`src/smr_pkg.sv`:
```
package smr_pkg;

  // ==========================================================
  // Data memory geometry
  localparam int SMR_AW        = 7;
  localparam int SMR_DW        = 4;
  localparam int SMR_NIBBLES   = 128;
  localparam int SMR_ROW_W     = 3;
  localparam int SMR_COL_W     = 4;

  // ==========================================================
  // System register area
  localparam logic [6:0] SMR_SYS_LO        = 7'h74;
  localparam logic [6:0] SMR_SYS_HI        = 7'h7F;
  localparam logic [6:0] SMR_PTR_NIB3      = 7'h74;
  localparam logic [6:0] SMR_PTR_NIB2      = 7'h75;
  localparam logic [6:0] SMR_ADDRESS_POINTER_NIBBLE_ONE = 7'h76;
  localparam logic [6:0] SMR_PTR_NIB0      = 7'h77;
  localparam logic [6:0] SMR_WINDOW        = 7'h78;
  localparam logic [6:0] SMR_BANK          = 7'h79;
  localparam logic [6:0] SMR_IDX_HI        = 7'h7A;
  localparam logic [6:0] SMR_IDX_MID       = 7'h7B;
  localparam logic [6:0] SMR_IDX_LO        = 7'h7C;
  localparam logic [6:0] SMR_ROWP_HI       = 7'h7D;
  localparam logic [6:0] SMR_ROWP_LO       = 7'h7E;
  localparam logic [6:0] SMR_STATUS        = 7'h7F;

  // Uninstalled hole in data memory
  localparam logic [6:0] SMR_HOLE_LO       = 7'h40;
  localparam logic [6:0] SMR_HOLE_HI       = 7'h6E;

  // Writable-bit masks for 74H..7FH, nibble 0 is 74H
  localparam logic [47:0] SMR_VALID_MASK   = 48'hFF0F_F10F_FF00;

  // ==========================================================
  // Field positions
  localparam int SMR_ROW_LSB   = 1;
  localparam int SMR_BCD_BIT   = 0;
  localparam int SMR_IDXEN_BIT = 0;
  localparam int SMR_Z_BIT     = 1;
  localparam int SMR_CARRY_BIT = 2;
  localparam int SMR_CMPR_BIT  = 3;

  localparam logic [3:0] SMR_NIB_ZERO = 4'h0;
  localparam logic [3:0] SMR_NIB_ONES = 4'hF;
  localparam logic [3:0] SMR_BCD_MAX  = 4'h9;
  localparam logic [4:0] SMR_BCD_ADJ  = 5'h06;

  typedef enum logic [2:0] {
    SMR_OP_MOV = 3'h0,
    SMR_OP_ADD = 3'h1,
    SMR_OP_SUB = 3'h3,
    SMR_OP_AND = 3'h2,
    SMR_OP_OR  = 3'h6,
    SMR_OP_XOR = 3'h7
  } smr_op_e;

endpackage

```
`src/smr_map.sv`:
```
// Notes on behaviour
// - System register nibbles live at data addresses 74H to 7FH.
// - Ordinary data-memory accesses reach system registers like any nibble.
// - Writes to fixed-zero bits are dropped; those bits stay 0.
// - Reads of fixed-zero bits always return 0.
// - Incrementing full pointer or index wraps all bits to 0.
// - One full row of sixteen nibbles forms the general register block.
// - General register row comes from a three-bit row pointer, rows 0-7.
// - One operation combines a general register nibble with a data nibble.
module smr_map
  import smr_pkg::*;
(
  input  logic                 clk_sys,
  input  logic                 sys_rst,
  input  logic                 acc_rd,
  input  logic                 acc_wr,
  input  logic [SMR_AW-1:0]    acc_addr,
  input  logic [SMR_DW-1:0]    acc_wdata,
  output logic [SMR_DW-1:0]    rd_data_q,
  input  logic                 op_valid,
  input  smr_op_e              op_code,
  input  logic [SMR_AW-1:0]    op_dm_addr,
  input  logic [SMR_COL_W-1:0] op_reg_col,
  input  logic                 op_to_reg,
  output logic [SMR_DW-1:0]    op_result_q,
  input  logic                 inc_ptr,
  input  logic                 inc_idx,
  output logic [SMR_ROW_W-1:0] general_row_pointer
);

  // ==========================================================
  // Storage
  logic [SMR_DW-1:0] mem_q [SMR_NIBBLES];
  logic [SMR_DW-1:0] mem_d [SMR_NIBBLES];
  logic [SMR_DW-1:0] rd_data_d;
  logic [SMR_DW-1:0] op_result_d;

  function automatic logic [3:0] valid_mask(input logic [6:0] a);
    logic [6:0] off;
    off = a - SMR_SYS_LO;
    if (a >= SMR_SYS_LO) begin
      valid_mask = SMR_VALID_MASK[{off[3:0], 2'b00} +: 4];
    end else begin
      valid_mask = SMR_NIB_ONES;
    end
  endfunction

  // Hole is not physically present: writes vanish, reads give 0
  function automatic logic installed(input logic [6:0] a);
    installed = (a < SMR_HOLE_LO) || (a > SMR_HOLE_HI);
  endfunction

  // ==========================================================
  // Operand fetch
  logic [SMR_ROW_W-1:0] row;
  logic [SMR_AW-1:0]    reg_addr;
  logic [3:0]           dm_val;
  logic [3:0]           reg_val;
  logic [3:0]           status;
  logic [3:0]           alu_res;
  logic                 alu_carry;
  logic                 alu_arith;
  logic [15:0]          ptr_valid;
  logic [15:0]          ptr_next;
  logic [11:0]          idx_valid;
  logic [11:0]          idx_next;

  assign row     = mem_q[SMR_ROWP_LO][SMR_ROW_LSB +: SMR_ROW_W];
  assign reg_addr = {row, op_reg_col};
  assign dm_val   = mem_q[op_dm_addr];
  assign reg_val  = mem_q[reg_addr];
  assign status   = mem_q[SMR_STATUS];

  smr_alu u_alu (
    .op    (op_code),
    .a     (op_to_reg ? reg_val : dm_val),
    .b     (op_to_reg ? dm_val : reg_val),
    .bcd   (mem_q[SMR_ROWP_LO][SMR_BCD_BIT]),
    .res   (alu_res),
    .carry (alu_carry),
    .arith (alu_arith)
  );

  assign ptr_valid = {valid_mask(SMR_PTR_NIB3), valid_mask(SMR_PTR_NIB2),
                      valid_mask(SMR_ADDRESS_POINTER_NIBBLE_ONE),
                      valid_mask(SMR_PTR_NIB0)};
  assign idx_valid = {valid_mask(SMR_IDX_HI), valid_mask(SMR_IDX_MID),
                      valid_mask(SMR_IDX_LO)};
  // Valid bits are contiguous from bit 0, so masking the sum wraps
  assign ptr_next  = ({mem_q[SMR_PTR_NIB3], mem_q[SMR_PTR_NIB2],
                       mem_q[SMR_ADDRESS_POINTER_NIBBLE_ONE],
                       mem_q[SMR_PTR_NIB0]} + 16'h0001) & ptr_valid;
  assign idx_next  = ({mem_q[SMR_IDX_HI], mem_q[SMR_IDX_MID],
                       mem_q[SMR_IDX_LO]} + 12'h001) & idx_valid;

  // ==========================================================
  // Next state; host write wins over operation wins over increment
  always_comb begin
    logic [3:0]        status_n;
    logic [SMR_AW-1:0] dst;
    status_n    = status;
    dst         = op_to_reg ? reg_addr : op_dm_addr;
    mem_d       = mem_q;
    rd_data_d   = rd_data_q;
    op_result_d = op_result_q;
    if (acc_rd) begin
      rd_data_d = mem_q[acc_addr] & valid_mask(acc_addr);
    end
    if (acc_wr) begin
      if (installed(acc_addr)) begin
        mem_d[acc_addr] = acc_wdata & valid_mask(acc_addr);
      end
    end else if (op_valid) begin
      op_result_d = alu_res;
      if (alu_arith) begin
        status_n[SMR_CARRY_BIT] = alu_carry;
        if (alu_res != SMR_NIB_ZERO) begin
          status_n[SMR_Z_BIT] = 1'b0;
        end else if (!status[SMR_CMPR_BIT]) begin
          status_n[SMR_Z_BIT] = 1'b1;
        end
      end
      mem_d[SMR_STATUS] = status_n;
      // Compare mode keeps arithmetic results out of memory
      if (!(alu_arith && status[SMR_CMPR_BIT]) && installed(dst)) begin
        mem_d[dst] = alu_res & valid_mask(dst);
      end
    end else begin
      if (inc_ptr) begin
        mem_d[SMR_PTR_NIB3]                   = ptr_next[15:12];
        mem_d[SMR_PTR_NIB2]                   = ptr_next[11:8];
        mem_d[SMR_ADDRESS_POINTER_NIBBLE_ONE] = ptr_next[7:4];
        mem_d[SMR_PTR_NIB0]                   = ptr_next[3:0];
      end
      if (inc_idx) begin
        mem_d[SMR_IDX_HI]  = idx_next[11:8];
        mem_d[SMR_IDX_MID] = idx_next[7:4];
        mem_d[SMR_IDX_LO]  = idx_next[3:0];
      end
    end
  end

  always_ff @(posedge clk_sys) begin
    if (sys_rst) begin
      for (int i = 0; i < SMR_NIBBLES; i++) begin
        mem_q[i] <= 4'h0;
      end
      rd_data_q   <= 4'h0;
      op_result_q <= 4'h0;
    end else begin
      mem_q       <= mem_d;
      rd_data_q   <= rd_data_d;
      op_result_q <= op_result_d;
    end
  end

  assign general_row_pointer = row;
endmodule

```
`src/smr_alu.sv`:
```
module smr_alu
  import smr_pkg::*;
(
  input  smr_op_e    op,
  input  logic [3:0] a,
  input  logic [3:0] b,
  input  logic       bcd,
  output logic [3:0] res,
  output logic       carry,
  output logic       arith
);

  logic [4:0] raw;

  // ==========================================================
  // Nibble operation, a is the destination operand
  always_comb begin
    raw   = 5'h00;
    res   = 4'h0;
    carry = 1'b0;
    arith = 1'b0;
    unique case (op)
      SMR_OP_ADD: begin
        arith = 1'b1;
        raw   = {1'b0, a} + {1'b0, b};
        if (bcd && (raw[4] || raw[3:0] > SMR_BCD_MAX)) begin
          raw   = raw + SMR_BCD_ADJ;
          carry = 1'b1;
        end else begin
          carry = raw[4];
        end
        res = raw[3:0];
      end
      SMR_OP_SUB: begin
        arith = 1'b1;
        raw   = {1'b0, a} - {1'b0, b};
        carry = raw[4];
        // Decimal borrow pulls six out of the low digit
        if (bcd && raw[4]) begin
          raw = raw - SMR_BCD_ADJ;
        end
        res = raw[3:0];
      end
      SMR_OP_AND: res = a & b;
      SMR_OP_OR:  res = a | b;
      SMR_OP_XOR: res = a ^ b;
      SMR_OP_MOV: res = b;
    endcase
  end

endmodule

```
`config.mk`:
```
export PLATFORM = sky130hd
export DESIGN_NAME = smr_map
export DESIGN_NICKNAME = d
export VERILOG_FILES = /design/src/smr_pkg.sv /design/src/smr_map.sv /design/src/smr_alu.sv
export SDC_FILE = /design/constraint.sdc
export NUM_CORES = 2
export LEC_CHECK = 0
export CORE_ASPECT_RATIO = 1.75
export CORE_MARGIN = 1
export CORE_UTILIZATION = 38
export CTS_BUF_LIST = sky130_fd_sc_hd__clkbuf_8 sky130_fd_sc_hd__clkbuf_16
export CTS_CLUSTER_DIAMETER = 30
export DETAILED_ROUTE_END_ITERATION = 16
export DONT_BUFFER_PORTS = 1
export MAX_ROUTING_LAYER = met4
export PLACE_DENSITY = 0.58
export SKIP_CTS_REPAIR_TIMING = 1
export SYNTH_ARGS = -nofsm -noshare
export SYNTH_HDL_FRONTEND = slang
export SYNTH_SLANG_ARGS = --single-unit
```
`constraint.sdc`:
```
create_clock -name clk_sys -period 5.8 [get_ports clk_sys]
set_clock_uncertainty 0.15 [all_clocks]
set_input_delay 0.29 -clock clk_sys [delete_from_list [all_inputs] [get_ports clk_sys]]
set_output_delay 0.29 -clock clk_sys [all_outputs]
set_load 0.05 [all_outputs]
```
==> key figures <==
Outcome
  • Outcome: complete, but fails checks
  • Failing checks: hold timing, capacitance limit, slew limit

Power and ir drop
  • Psw: 0.00441 W
  • VDD IR max: 0.000226 V
  • Internal power: 0.00894 W
  • Clock Power Share: 49.9%
  • Logic gate share of total power: 20.5%
  • Sw Share: 33.0%
  • Seq pwr share: 29.6%
  • Pwr Density: 296 nW/µm²
  • Final Total Pwr: 0.0134 W
  • Leakage: 16.7 nW

Run
  • Max-Cap Viols: 3

GRT
  • Largest net degree at the start of global routing: 525
  • Global route overflow: 0
  • Global-route usage over all layers: 44.6%
  • First-pass GRT wire length: 301000 µm
  • Number of global-route vias before repair: 38800
  • Initial antenna violation count: 25

Timing
  • Slew margin rel.: -61.9%
  • Fin. max-slew vios: 293
  • Final setup violating endpoints: 0
  • Slew @ Worst Pin: 2.43 ns
  • Smallest hold slack: -0.479 ns
  • Final hold vios: 110
  • Minimum clock period: 5.66 ns
  • Setup TNS: 0 ns
  • Tcrit/Tclk final: 97.6%
  • Unrepaired setup endpoints after global routing: no
  • FMAX: 177 MHz

Floorplan
  • Die Y: 413 µm
  • Core area: 95700 µm²
  • Top Ports: 44
  • Die W: 237 µm
  • Row Count: 150
  • Starting Density: 38.4%
  • Die area: 98100 µm²

Drt
  • Antenna Nets Post-Route: 0
  • Via count: 41800
  • DR DRC count: 0
  • Wire per inst: 36.5 µm
  • TritonRoute pass-1 iters: 7
  • Drt initial violations: 6283
  • DR vias/cell: 7.03
  • Routed WL: 217000 µm

Place
  • I/O Buffers: 0
  • Placer Congestion: 1.14
  • DP Wirelength: 141000 µm

Critical path
  • Crit Path Category: reg2reg
  • WP data required: 6.29 ns
  • Maximum fanout along the worst path: 16
  • Arr. time, crit path: 6.15 ns
  • Crit start category: flip-flop
  • Crit. End Element: flip-flop

Synth
  • Ys Warns: 0
  • Post-synth EDFFs: 0
  • Netlist cell types: 93
  • Synth Cell Area: 36800 µm²
  • Synth Register Bits: 520
  • Dominant synthesized flop cell: dfxtp_1
  • Seq/Total Area, Yosys: 28.3%
  • Syn Inst Count: 4394
  • Net Count, Synth: 4449
  • Post-synth ARST share: 0%
  • Syn_area_per_cell: 8.37 µm²

Clock network
  • Clock sinks: 520
  • Root buffer cell: clkbuf_16
  • Reg clk slew, reported paths: 0.05 ns
  • CTS tree: yes
  • CTS Buffer Depth: 3
  • H-Tree Depth: 3
  • Total clock buffers created by CTS: 105
  • Clock latency on the worst-skew pair: 0.77 ns

Final layout
  • Commonest non-fill, non-tap cell in the layout: nor2_1
  • Final nets: 4667
  • Commonest non-fill, non-tap cells in the layout: nor2_1, dfxtp_1, a22oi_1, nor3_1
  • Area Overhead vs Synth: 22.7%
  • Layout cells sized above 1: 17.5%

Min path
  • Hold Crit Class: in2reg
[cells in the mapped netlist (all sizes together), types with 108 or more instances]
cell / number / area share (%)
a211oi: 108 / 3.0
a21oi: 217 / 3.2
a22oi: 366 / 7.5
buf: 162 / 3.4
clkbuf: 240 / 2.5
dfxtp: 520 / 28
mux2i: 258 / 7.1
mux4: 153 / 9.4
nand2: 265 / 2.7
nor2: 558 / 5.7
nor2b: 227 / 3.9
nor3: 311 / 4.5
o21ai: 268 / 3.7
[kinds of logic after synthesis]
family                   count (synthesis)  share of synthesized area, %
AND/OR/NAND/NOR                       1635                          21.3
AO/OA/AOI/OAI                         1326                          25.7
flip-flops                             520                          28.3
buffers and inverters                  437                          6.22
multiplexers                           434                          17.2
adder cells (fa/ha/maj)                 22                         0.789
XOR/XNOR                                20                         0.476
[path summary, 6_finish.rpt]
kind | startpoint | end | slack [ns] | cells past startpoint
worst min-delay path | sys_rst | op_result_q[3] | -0.48 | 1
worst max register to register | mem_q[459] | mem_q[302] | 0.14 | 23
worst max-delay path | mem_q[459] | mem_q[302] | 0.14 | 23
worst min register to register | mem_q[105] | mem_q[105] | 0.35 | 1
[layout make-up]
cell class / count / area [µm²]
Timing Repair Buffer: 513 / 4830
Clock buffer: 115 / 2770
Multi-Input combinational cell: 3437 / 24300
Antenna cell: 30 / 75.1
Clock inverter: 83 / 1060
Sequential cell: 520 / 10400
Fill cell: 9363 / 50600
Inverter: 35 / 131
Tap cell: 1216 / 1520
[metrics by stage]
step / setup WS [ns] / cell area (µm²) / utilization, % / hold WS, ns / instances
3_3_place_gp: 0.230 / 38600 / 40.4 / 0.247 / 5469
5_1_grt: 0.0160 / 45100 / 47.1 / -0.523 / 5946
3_5_place_dp: 0.211 / 38600 / 40.4 / 0.245 / 5469
6_report: 0.142 / 45100 / 47.1 / -0.479 / 5949
4_1_cts: 0.290 / 42400 / 44.3 / -0.515 / 5667
2_1_floorplan: 0.917 / 36800 / - / 0.258 / 4394
[sequential cells by signal, summed over array words and instances (netlist names)]
| name | cells |
|---|---|
| mem_q | 505 |
| op_result_q | 4 |
| rd_data_q | 4 |
| status | 4 |
| general_row_pointer | 3 |
[worst max-delay path: stages, from the launching register on]
cell	delay, ns
dfxtp_1	0.37
mux2i_1	1.16
a22oi_1	0.18
nand3_1	0.30
nand3_1	0.15
o21ai_0	0.21
buf_4	0.21
o21ai_0	0.07
buf_4	0.18
o21ai_0	0.14
buf_4	0.14
ha_1	0.24
buf_4	0.15
o21ai_0	0.07
nand2b_1	0.14
o211a_1	0.24
o21ai_0	0.16
buf_4	0.15
o211ai_1	0.14
o22ai_4	0.27
buf_12	0.24
buf_12	0.18
a21oi_1	0.07
nor3_1	0.17
[power groups by stage]
stage	sequential [W]	clock [W]	combinational (W)
finish	0.00395	0.00667	0.00273
global route	0.00395	0.00684	0.00277
CTS	0.00393	0.00665	0.00252
detailed placement	0.00401	0	0.00251
global placement	0.00400	0	0.00250
floorplan	0.00390	0	0.00161
[routing by layer]
layer	part of all wire (%)	vias up	wire length [µm]	GRT usage [%]
met5	0	-	0	-
met4	12	0	27000	43.3
met3	12	1332	25200	16.1
met2	44	3156	95700	67.2
met1	32	20200	69400	44.3
li1	-	17200	-	-
Power figures use the tool's default switching activity.
